==> src/core/psto_pkg.sv <==
// shared constants and carrier types for the sample record trace output block
// ****************************************************************************
// How it works
// RULE_01 - per-record interrupt bit set: pend interrupt after every produced record
// RULE_02 - destination field 00B save area, 01B trace stream, others reserved
// RULE_03 - trace mode skips save area; reload values from dedicated reload registers
// RULE_04 - trace mode emits one begin packet then item packets per group
// RULE_05 - group ends at next begin packet or at an end packet
// RULE_06 - groups and elements may come in any order; headers identify content
// RULE_07 - no record format or record size packet is ever emitted
// RULE_08 - trigger-enable zero in trace mode: triggered records are discarded
// RULE_09 - context-enable and filter-enable never gate sample packets
// RULE_10 - counter reload happens on every trigger, even when record dropped
// RULE_11 - no buffer-threshold interrupt while in trace mode
// RULE_12 - trace region-full event may pend interrupt when enabled
// RULE_13 - save-buffer overflow flag never set while in trace mode
// RULE_14 - trace mode: each sample loads counter from its reload register
// RULE_15 - fixed counter 0 counts retired instructions, skid exactly one instruction
// RULE_16 - trace support bit and availability bit advertised in capabilities; only bit 16 is set in CAPS_O, trace support goes out on TRACE_SUPPORT_O
// RULE_17 - record packets interleave correctly with other trace packets
// RULE_18 - software must not write reserved destination encodings
// ****************************************************************************
package psto_pkg;
  localparam int CTR_W = 48;
  localparam int ELEM_W = 64;
  localparam int NUM_GP = 4;
  localparam int NUM_FIX = 3;
  localparam int NUM_CTR = NUM_GP + NUM_FIX;
  localparam int FIX0_IDX = NUM_GP;
  localparam int MAX_ELEM = 8;
  localparam int IRQ_PER_RECORD_BIT = 60;
  localparam int DEST_LO = 61;
  localparam int DEST_HI = 62;
  localparam int TRACE_SUPPORT_BIT = 25;
  localparam int TRACE_AVAIL_BIT = 16;
  localparam logic [63:0] ENABLE_RESET = 64'h0;
  localparam logic [CTR_W-1:0] CTR_ONE = 48'h1;

  typedef enum logic [1:0] {
    PSTO_DEST_SAVE = 2'h0,
    PSTO_DEST_TRACE = 2'h1,
    PSTO_DEST_RSV2 = 2'h2,
    PSTO_DEST_RSV3 = 2'h3
  } psto_dest_t;

  typedef enum logic [1:0] {
    PSTO_PKT_BEGIN = 2'h0,
    PSTO_PKT_ITEM = 2'h1,
    PSTO_PKT_END = 2'h2
  } psto_pkt_kind_t;

  typedef struct packed {
    psto_pkt_kind_t kind;
    logic [7:0] elem_id;
    logic [ELEM_W-1:0] payload;
  } psto_pkt_t;

  typedef struct packed {
    logic trigger;
    logic context_on;
    logic filter_on;
  } psto_trace_status_t;
endpackage

==> src/core/psto_reload.sv <==
// per-counter reload register bank and counter reload logic
`timescale 1ns/1ps
module psto_reload #(
  parameter int N = psto_pkg::NUM_CTR,
  parameter int W = psto_pkg::CTR_W
) (
  input wire logic MCLK_I,
  input wire logic RESET_I,
  input wire logic [N-1:0] reload_we_i,
  input wire logic [W-1:0] reload_wdata_i,
  input wire logic [N-1:0] ctr_we_i,
  input wire logic [W-1:0] ctr_wdata_i,
  input wire logic [N-1:0] inc_i,
  input wire logic [N-1:0] sample_i,
  output logic [N*W-1:0] reload_o,
  output logic [N*W-1:0] count_o
);
  logic [W-1:0] rel [N];
  logic [W-1:0] cnt [N];
  logic [W-1:0] next_rel [N];
  logic [W-1:0] next_cnt [N];

  genvar g;
  generate
    for (g = 0; g < N; g++) begin : g_ctr
      always_comb begin
        next_rel[g] = reload_we_i[g] ? reload_wdata_i : rel[g];
        next_cnt[g] = cnt[g];
        if (ctr_we_i[g]) begin
          next_cnt[g] = ctr_wdata_i;
        // RULE_14 reload on sample
        end else if (sample_i[g]) begin
          next_cnt[g] = rel[g];
        end else if (inc_i[g]) begin
          next_cnt[g] = cnt[g] + psto_pkg::CTR_ONE;
        end
      end
      always_ff @(posedge MCLK_I or posedge RESET_I) begin
        if (RESET_I) begin
          rel[g] <= '0;
          cnt[g] <= '0;
        end else begin
          rel[g] <= next_rel[g];
          cnt[g] <= next_cnt[g];
        end
      end
      assign reload_o[g*W +: W] = rel[g];
      assign count_o[g*W +: W] = cnt[g];
    end
  endgenerate
endmodule

==> src/core/psto_packer.sv <==
// packetizer: turns one sample group into begin, item and end packets
`timescale 1ns/1ps
module psto_packer #(
  parameter int NE = psto_pkg::MAX_ELEM
) (
  input wire logic MCLK_I,
  input wire logic RESET_I,
  input wire logic start_i,
  input wire logic [7:0] group_id_i,
  input wire logic [NE-1:0] elem_valid_i,
  input wire logic [NE*psto_pkg::ELEM_W-1:0] elem_data_i,
  input wire logic ready_i,
  output logic busy_o,
  output logic valid_o,
  output psto_pkg::psto_pkt_t pkt_o,
  output logic done_o
);
  typedef enum {PSTO_P_IDLE, PSTO_P_BEGIN, PSTO_P_ITEM, PSTO_P_END} psto_pstate_t;
  psto_pstate_t st, next_st;
  logic [NE-1:0] pend, next_pend;
  logic [NE*psto_pkg::ELEM_W-1:0] data, next_data;
  logic [7:0] gid, next_gid;
  logic [7:0] idx;
  logic found;

  always_comb begin
    idx = '0;
    found = 1'b0;
    for (int i = NE - 1; i >= 0; i--) begin
      if (pend[i]) begin
        idx = 8'(i);
        found = 1'b1;
      end
    end
  end

  always_comb begin
    next_st = st;
    next_pend = pend;
    next_data = data;
    next_gid = gid;
    valid_o = 1'b0;
    done_o = 1'b0;
    pkt_o = '0;
    case (st)
      PSTO_P_IDLE: begin
        if (start_i) begin
          next_pend = elem_valid_i;
          next_data = elem_data_i;
          next_gid = group_id_i;
          next_st = PSTO_P_BEGIN;
        end
      end
      // RULE_04 begin then items
      PSTO_P_BEGIN: begin
        valid_o = 1'b1;
        pkt_o.kind = psto_pkg::PSTO_PKT_BEGIN;
        pkt_o.elem_id = gid;
        if (ready_i) begin
          next_st = found ? PSTO_P_ITEM : PSTO_P_END;
        end
      end
      // RULE_06 header carries element id
      PSTO_P_ITEM: begin
        valid_o = 1'b1;
        pkt_o.kind = psto_pkg::PSTO_PKT_ITEM;
        pkt_o.elem_id = idx;
        pkt_o.payload = data[idx*psto_pkg::ELEM_W +: psto_pkg::ELEM_W];
        if (ready_i) begin
          next_pend[idx[$clog2(NE)-1:0]] = 1'b0;
          if ((pend & ~(NE'(1) << idx)) == '0) begin
            next_st = PSTO_P_END;
          end
        end
      end
      // RULE_05 end packet closes group
      PSTO_P_END: begin
        valid_o = 1'b1;
        pkt_o.kind = psto_pkg::PSTO_PKT_END;
        if (ready_i) begin
          done_o = 1'b1;
          next_st = PSTO_P_IDLE;
        end
      end
      default: next_st = PSTO_P_IDLE;
    endcase
  end

  assign busy_o = (st != PSTO_P_IDLE);

  always_ff @(posedge MCLK_I or posedge RESET_I) begin
    if (RESET_I) begin
      st <= PSTO_P_IDLE;
      pend <= '0;
      data <= '0;
      gid <= '0;
    end else begin
      st <= next_st;
      pend <= next_pend;
      data <= next_data;
      gid <= next_gid;
    end
  end
endmodule

==> src/core/psto_top.sv <==
// sample record output router: save area or trace packet stream
`timescale 1ns/1ps
module psto_top #(
  parameter int N = psto_pkg::NUM_CTR,
  parameter int W = psto_pkg::CTR_W,
  parameter int NE = psto_pkg::MAX_ELEM
) (
  input wire logic MCLK_I,
  input wire logic RESET_I,
  // ****************************************************************
  // register port
  // ****************************************************************
  input wire logic ENABLE_WE_I,
  input wire logic [63:0] ENABLE_WDATA_I,
  output logic [63:0] ENABLE_RDATA_O,
  input wire logic [N-1:0] RELOAD_WE_I,
  input wire logic [N-1:0] CTR_WE_I,
  input wire logic [W-1:0] WDATA_I,
  output logic [N*W-1:0] RELOAD_RDATA_O,
  output logic [N*W-1:0] COUNT_O,
  output logic [63:0] CAPS_O,
  output logic TRACE_SUPPORT_O,
  output logic DEST_INVALID_O,
  // ****************************************************************
  // counter and event side
  // ****************************************************************
  input wire logic [N-1:0] EVENT_I,
  input wire logic [N-1:0] SAMPLE_I,
  input wire logic [NE-1:0] ELEM_VALID_I,
  input wire logic [NE*psto_pkg::ELEM_W-1:0] ELEM_DATA_I,
  input wire logic SAVE_THRESHOLD_I,
  input wire logic SAVE_OVERFLOW_I,
  output logic SAVE_REQ_O,
  output logic SAMPLE_BUSY_O,
  output logic SAVE_OVERFLOW_FLAG_O,
  // ****************************************************************
  // trace packet unit side
  // ****************************************************************
  input wire psto_pkg::psto_trace_status_t TRACE_STATUS_I,
  input wire logic REGION_FULL_I,
  input wire logic REGION_IRQ_EN_I,
  input wire logic PKT_READY_I,
  output logic PKT_VALID_O,
  output psto_pkg::psto_pkt_t PKT_O,
  output logic DROPPED_O,
  output logic PERF_MONITOR_INTERRUPT_O
);
  logic [63:0] enable, next_enable;
  logic ovf, next_ovf;
  logic perf_monitor_interrupt, next_perf_monitor_interrupt;
  logic dropped, next_dropped;
  logic save_req, next_save_req;
  logic [7:0] grp, next_grp;
  logic [1:0] dest;
  logic trace_mode;
  logic any_sample;
  logic pk_busy;
  logic pk_done;
  logic pk_start;
  logic [N-1:0] inc;
  logic [N-1:0] fix0_skid, next_fix0_skid;

  assign dest = enable[psto_pkg::DEST_HI:psto_pkg::DEST_LO];
  // RULE_02 destination decode
  assign trace_mode = (dest == psto_pkg::PSTO_DEST_TRACE);
  // RULE_18 reserved encodings flagged
  assign DEST_INVALID_O = dest[1];
  assign any_sample = |SAMPLE_I;
  // RULE_08 drop when trigger off
  // RULE_09 context and filter ignored
  assign pk_start = any_sample && trace_mode && TRACE_STATUS_I.trigger && !pk_busy;
  assign inc = EVENT_I;

  // ****************************************************************
  // fixed counter 0 skid
  // ****************************************************************
  // RULE_15 one instruction skid
  always_comb begin
    next_fix0_skid = '0;
    next_fix0_skid[psto_pkg::FIX0_IDX] = SAMPLE_I[psto_pkg::FIX0_IDX];
  end

  always_comb begin
    next_enable = ENABLE_WE_I ? ENABLE_WDATA_I : enable;
    next_ovf = ovf;
    // RULE_13 overflow flagged in every mode except trace
    if (!trace_mode && SAVE_OVERFLOW_I) begin
      next_ovf = 1'b1;
    end
    next_perf_monitor_interrupt = 1'b0;
    // RULE_11 threshold interrupt in every mode except trace
    if (!trace_mode && SAVE_THRESHOLD_I) begin
      next_perf_monitor_interrupt = 1'b1;
    end
    // RULE_12 region full interrupt
    if (trace_mode && REGION_FULL_I && REGION_IRQ_EN_I) begin
      next_perf_monitor_interrupt = 1'b1;
    end
    // RULE_01 interrupt per record
    if (enable[psto_pkg::IRQ_PER_RECORD_BIT] && (pk_done || (save_req && !trace_mode))) begin
      next_perf_monitor_interrupt = 1'b1;
    end
    next_dropped = any_sample && trace_mode && !TRACE_STATUS_I.trigger;
    // RULE_03 save area used only in save mode
    next_save_req = any_sample && (dest == psto_pkg::PSTO_DEST_SAVE);
    next_grp = pk_start ? grp + 8'h01 : grp;
  end

  always_ff @(posedge MCLK_I or posedge RESET_I) begin
    if (RESET_I) begin
      enable <= psto_pkg::ENABLE_RESET;
      ovf <= 1'b0;
      perf_monitor_interrupt <= 1'b0;
      dropped <= 1'b0;
      save_req <= 1'b0;
      grp <= '0;
      fix0_skid <= '0;
    end else begin
      enable <= next_enable;
      ovf <= next_ovf;
      perf_monitor_interrupt <= next_perf_monitor_interrupt;
      dropped <= next_dropped;
      save_req <= next_save_req;
      grp <= next_grp;
      fix0_skid <= next_fix0_skid;
    end
  end

  // ****************************************************************
  // counters and reload
  // ****************************************************************
  // RULE_10 reload regardless of trigger
  psto_reload #(.N(N), .W(W)) u_reload (
    .MCLK_I(MCLK_I),
    .RESET_I(RESET_I),
    .reload_we_i(RELOAD_WE_I),
    .reload_wdata_i(WDATA_I),
    .ctr_we_i(CTR_WE_I),
    .ctr_wdata_i(WDATA_I),
    .inc_i(inc),
    .sample_i((SAMPLE_I & ~(N'(1) << psto_pkg::FIX0_IDX)) | fix0_skid),
    .reload_o(RELOAD_RDATA_O),
    .count_o(COUNT_O)
  );

  // ****************************************************************
  // packetizer
  // ****************************************************************
  // RULE_07 only begin, item, end kinds exist
  // RULE_17 valid and ready handshake lets stream interleave
  psto_packer #(.NE(NE)) u_packer (
    .MCLK_I(MCLK_I),
    .RESET_I(RESET_I),
    .start_i(pk_start),
    .group_id_i(grp),
    .elem_valid_i(ELEM_VALID_I),
    .elem_data_i(ELEM_DATA_I),
    .ready_i(PKT_READY_I),
    .busy_o(pk_busy),
    .valid_o(PKT_VALID_O),
    .pkt_o(PKT_O),
    .done_o(pk_done)
  );

  // RULE_16 capability bits
  always_comb begin
    CAPS_O = '0;
    CAPS_O[psto_pkg::TRACE_AVAIL_BIT] = 1'b1;
  end
  assign TRACE_SUPPORT_O = 1'b1;
  assign ENABLE_RDATA_O = enable;
  assign SAVE_REQ_O = save_req;
  assign SAMPLE_BUSY_O = pk_busy;
  assign SAVE_OVERFLOW_FLAG_O = ovf;
  assign DROPPED_O = dropped;
  assign PERF_MONITOR_INTERRUPT_O = perf_monitor_interrupt;
endmodule

==> config.mk <==
export PLATFORM = sky130hd
export DESIGN_NAME = psto_top
export DESIGN_NICKNAME = d
export VERILOG_FILES = /design/src/core/psto_pkg.sv /design/src/core/psto_reload.sv /design/src/core/psto_packer.sv /design/src/core/psto_top.sv
export SDC_FILE = /design/constraint.sdc
export NUM_CORES = 2
export LEC_CHECK = 0
export ABC_AREA = 1
export BUFFER_PORTS_ARGS = -buffer_cell sky130_fd_sc_hd__buf_4
export CAP_MARGIN = 15
export CORE_AREA = 10 10 596 598
export CTS_BUF_LIST = sky130_fd_sc_hd__clkbuf_8
export CTS_CLUSTER_DIAMETER = 100
export DETAILED_ROUTE_END_ITERATION = 8
export DIE_AREA = 0 0 606 608
export GPL_ROUTABILITY_DRIVEN = 0
export PLACE_DENSITY = 0.35
export SYNTH_ARGS = -nofsm -noshare
export SYNTH_HDL_FRONTEND = slang
export SYNTH_SLANG_ARGS = --single-unit
==> constraint.sdc <==
create_clock -name MCLK_I -period 50.3 [get_ports MCLK_I]
set_clock_uncertainty 0.05 [all_clocks]
set_input_delay 2.515 -clock MCLK_I [delete_from_list [all_inputs] [get_ports MCLK_I]]
set_output_delay 2.515 -clock MCLK_I [all_outputs]
set_load 0.01 [all_outputs]
After elaboration in Yosys (flattened, before gate mapping)
Index checks and enable logic that the tools add are counted.
{"block": "op_classes", "muxes": 58, "n_bitwise": 5, "eq_ne": 9, "order_cmp": 2, "reduce_logical": 33, "shift": 2, "add_sub_neg": 8}
{"cell": "48-bit two-way mux", "n": 21}
{"cell": "512-bit by 10-bit indexed part select with 64-bit output", "n": 1}
{"cell": "48-bit by 1-bit adder with 48-bit output, second input constant", "n": 7}
{"cell": "32-bit two-way mux", "n": 5}
{"cell": "32-bit one-hot mux with 4 select lines", "n": 1}
{"cell": "32-bit by 2-bit equality test with 1-bit output, second input constant", "n": 2}
{"cell": "64-bit two-way mux", "n": 1}
{"cell": "32-bit by 1-bit equality test with 1-bit output, second input constant", "n": 1}
{"cell": "32-bit zero test", "n": 1}
{"cell": "8-bit one-hot mux with 2 select lines", "n": 2}
{"cell": "32-bit nonzero test", "n": 1}
{"cell": "3-bit two-way mux", "n": 8}
{"cell": "3-bit nonzero test", "n": 7}
{"cell": "8-bit bitwise AND", "n": 2}
{"cell": "1-bit two-way mux", "n": 16}
{"cell": "8-bit two-way mux", "n": 2}
{"cell": "8-bit NOT", "n": 2}
{"cell": "1-bit logical AND", "n": 12}
{"cell": "8-bit by 1-bit adder with 8-bit output, second input constant", "n": 1}
{"cell": "8-bit zero test", "n": 1}
{"cell": "2-bit != test, second input constant", "n": 4}
{"cell": "1-bit by 3-bit left shift with 8-bit output, first input constant", "n": 1}
{"cell": "7-bit by 5-bit bitwise OR with 7-bit output", "n": 1}
{"cell": "7-bit OR reduction", "n": 1}
{"cell": "other kinds (14)", "n": 16}
{"block": "word_totals", "input_bits": 671, "register_bits": 1309}

Depth between registers and ports, before layout
{"block": "logic_depth", "depth_word": 16, "ltp_mapped": 17, "depth_no_buf": 17}

Hierarchy
From an unflattened synthesis, not the netlist that was laid out.
{"block": "unflattened", "cells_unflattened": 8660, "area_unflattened_um2": 68923.6}
{"module": "psto_reload", "cells_per_inst": 5895, "n_inst": 1, "area_per_inst_um2": 40889.2, "seq_area_each_um2": 16816.1}
{"module": "psto_packer", "cells_per_inst": 2469, "n_inst": 1, "area_per_inst_um2": 24435.9, "seq_area_each_um2": 13262.7}
{"module": "psto_top", "cells_per_inst": 296, "n_inst": 1, "area_per_inst_um2": 3598.5, "seq_area_each_um2": 1926.8}

Least setup slack after synthesis
OpenSTA, ideal clock, no wires.
{"block": "synth_timing", "kind": "reg2out", "start": "register u_packer.st[0]", "end": "output port PKT_O[3] (netlist bit)", "t_arrival_ps": 1721, "required_time_ps": 47735, "setup_slack_ps": 46014, "path_stages_with_launch": 9, "cell_sequence": "dfrtp_1 inv_1 ha_1 clkbuf_1 nand2_1 inv_1 clkbuf_1 nor2_1 a21oi_1"}
{"element": "start: declaration", "line": "psto_packer.sv:19", "source": "psto_pstate_t st, next_st;"}
{"element": "start signal: assignment", "line": "psto_packer.sv:98", "source": "st <= next_st;"}
{"element": "end: declaration", "line": "psto_top.sv:44", "source": "output psto_pkg::psto_pkt_t PKT_O,"}

==> qor.yml <==
sta:
  max_freq_mhz: 123
  hold_viol: 0
  fin_setup_tns_ns: 0
  period_needed_ns: 8.13
  hold_ws_ns: 0.420
  worst_slew_pin_slew_ns: 1.34
  rsz0062_at_grt: "no"
  setup_viol: 0
  slew_violations: 0
  min_period_over_period_pct: 16.2
  relSlewSlack_pct: 10.2
worst_setup_path:
  critPathMostFrequentCell: "buf_4"
  cp_data_required_time_ns: 47.73
  crit_family: "buffers and inverters"
  critical_path_class: "register to output pin"
  path_depth: 13
  arrival_ns: 5.56
  ff2ff_path_depth: 10
  critPathSlowestCell: "buf_4"
  path_buf_inv: 5
  critPathMaxStageDelay_ns: 0.65
  path_cells: "nor2_2 > nand2_1 > nand2_4 > nor2_8 > inv_4 > buf_4 > buf_4 > buf_4 > o21ai_0 > nor2_1 > o211ai_1 > a21oi_1 > buf_4"
  cp-end-kind: "output pin"
  worstPathMaxFanout: 46
  crit_path_start_kind: "register"
logic_synthesis:
  ys_warn_count: 0
  ys_ff_latch: 1279
  async_flop_share_pct: 100
  syn_inst: 8417
  yosys.area.top_type: "dfrtp_1"
  syn_area_per_cell_um2: 7.87
  yosysMostFrequentCell: "nand2_1"
  seq_area_frac_synth_pct: 48.3
  synth-edff-count: 0
  syn-cell-area_um2: 66200
  yosys-top-cells-count: "nand2_1, dfrtp_1, inv_1"
  ys.flop_type: "dfrtp_1"
  synth_top_cell_area_share_pct: 48.3
  synth.distinct_cells: 55
  synth_area_leaders: "dfrtp_1, nand2_1, o21ai_0, inv_1, nor2_1"
place:
  port_buffers: 1485
  dp_hpwl_um: 362000
routing:
  ant_nets: 0
  drt_pre_antenna_iters: 8
  wl_per_cell_um: 32.3
  viasPerCell: 4.64
  drt_wl_total_um: 473000
  detail_route.iter0.violations: 6001
  vias: 67900
  drcViolationCount: 0
grt:
  grt_antenna_before_repair: 147
  track_usage_pct: 24.4
  grt_pass1_wl_um: 624000
  grt_pass1_vias: 67200
  grt_max_degree: 225
  grt.overflow.total: 0
clocking:
  cts_tree: "built"
  cts_resized: 0
  clkLatencyLatePin_ns: 1.07
  ctsHoldBuffers: 0
  numCtsBuffers: 282
  cts_buffer_depth: 4
  cts_sinks: 1279
  clk_pin_slew_ns: 0.06
  clockRootBuffer: "clkbuf_8"
  h-tree-depth: 5
  post-cts-setup-buffers: 0
die:
  row_count: 215
  core_area_um2: 342000
  die_y_um: 608
  dieArea_um2: 368000
  die_w_um: 606
  initial_core_util_pct: 19.3
  pin_count: 1553
power_and_ir_drop:
  power_density_nw_per_um2: 48.4
  peakVddDrop_v: 0.0000569
  finalPower_w: 0.00422
  p_leak_nw: 41.9
job:
  drv_cap: 0
finish:
  nNetsFinal: 10500
  area_growth_pct: 31.6
  drive_gt1_share_pct: 22.2
run_status:
  run_status: "complete, no violations"
min_path:
  min_path_type: "register to register"
  whs_path_depth: 2
==> worst reg2reg max path, stage by stage, from the launching register on <==
cell and delay, ns:
dfrtp_1 0.52, nor2_1 0.21, inv_1 0.13, nor2_1 0.25
nand3_4 0.41, inv_8 0.64, buf_4 0.63, buf_12 0.67
buf_4 0.95, nand2_1 0.30, nand2_1 0.12
==> registers in the layout, summed over array words and instances (netlist names) <==
signal                    flops
u_reload.reload_o           336
DROPPED_O                     1
u_packer.pend                 8
PERF_MONITOR_INTERRUPT_O      1
fix0_skid                     1
SAVE_OVERFLOW_FLAG_O          1
u_reload.count_o            336
grp                           8
ENABLE_RDATA_O               64
SAVE_REQ_O                    1
u_packer.st                   2
u_packer.gid                  8
u_packer.data               512
==> power by group <==
part / switching (W) / total, W / internal, W
Clock: 0.000562 / 0.00117 / 0.000613
Combinational: 0.00107 / 0.00155 / 0.000478
Sequential: 0.000201 / 0.00149 / 0.00129
Total: 0.00184 / 0.00422 / 0.00238
==> area by class of cell <==
| cell class | count | area (um^2) |
|---|---|---|
| fillers | 37900 | 255000 |
| well taps | 4557 | 5700 |
| flip-flops and latches | 1279 | 32000 |
| multi-input cells | 5837 | 28600 |
| clock inverters | 132 | 709 |
| clock buffers | 338 | 4650 |
| repair buffers | 1615 | 12200 |
| diodes | 54 | 135 |
| inverters | 830 | 3140 |
==> per-layer routing <==
metal	global-route usage, %	part of all wire, %
met1	28.6	39
met2	39.2	46
met3	6.72	7.8
met4	15.5	7.3
met5	0	0.053
==> path summary, 6_finish.rpt <==
path / start / end / slack [ns]
worst max-delay path: u_packer.pend[2]$_DFFE_PP0P_ / PKT_O[25] / 42.17
worst min-delay path: u_packer.data[271]$_DFFE_PP0P_ / u_packer.data[271]$_DFFE_PP0P_ / 0.42
worst max register to register: ENABLE_RDATA_O[62]$_DFFE_PP0P_ / u_packer.data[89]$_DFFE_PP0P_ / 45.35
worst min register to register: u_packer.data[271]$_DFFE_PP0P_ / u_packer.data[271]$_DFFE_PP0P_ / 0.42
max in group asynchronous: RESET_I / u_reload.count_o[88]$_DFFE_PP0P_ / 44.73
min in group asynchronous: RESET_I / u_reload.reload_o[31]$_DFFE_PP0P_ / 1.58
==> cell usage in the layout (no fill, tap or decap), types with 5 or more instances in the layout <==
master | synthesis | final
o21ai_0 | 721 | 721
or2_1 | 50 | 50
nand4_1 | 108 | 108
buf_4 | 95 | 1611
o21a_1 | 16 | 16
o22ai_1 | 77 | 77
ha_1 | 14 | 14
a21o_1 | 14 | 14
xnor2_1 | 21 | 21
nor2_1 | 618 | 616
o221ai_1 | 249 | 249
dfrtp_1 | 1279 | 1278
clkbuf_8 | 0 | 338
nor2_2 | 28 | 30
xor2_1 | 181 | 181
inv_8 | 0 | 9
o22ai_2 | 5 | 5
nand3_2 | 19 | 17
inv_1 | 790 | 880
a31o_2 | 11 | 11
o211ai_1 | 112 | 112
mux2_2 | 62 | 62
nor3_1 | 99 | 99
nand2_2 | 28 | 26
o21bai_1 | 34 | 34
inv_2 | 26 | 24
nand2_1 | 2627 | 2627
diode_2 | 0 | 54
nor2_4 | 27 | 27
nor4_1 | 16 | 16
clkinv_1 | 14 | 14
clkinv_2 | 0 | 17
nand3_1 | 206 | 206
inv_6 | 0 | 10
or2_2 | 7 | 7
o21ai_1 | 81 | 81
conb_1 | 2 | 65
a21oi_1 | 303 | 303
==> through the flow <==
step	util [%]	cells	worst slack, ns	instance area, um^2
after CTS	25.4	14600	41.84	87000
after global routing	25.4	14600	41.92	87100
after detailed placement	23.8	14100	41.24	81600
after global placement	23.8	14100	41.26	81600
final	25.5	14600	42.17	87200
after floorplan	-	8480	11.69	66500
==> logic make-up (layout without fill, tap and decap cells) <==
group           after synthesis  count (layout)  synth area share, %
mux                          65              65                 1.10
flops                      1279            1279                 48.3
fa+ha+maj                    14              14                0.264
other cells                   2             119               0.0113
compound gates             1632            1632                 14.7
simple gates               3859            3859                 24.0
xor+xnor                    202             202                 2.67
buf+inv                    1364            2915                 8.88
Power figures use the tool's default switching activity.
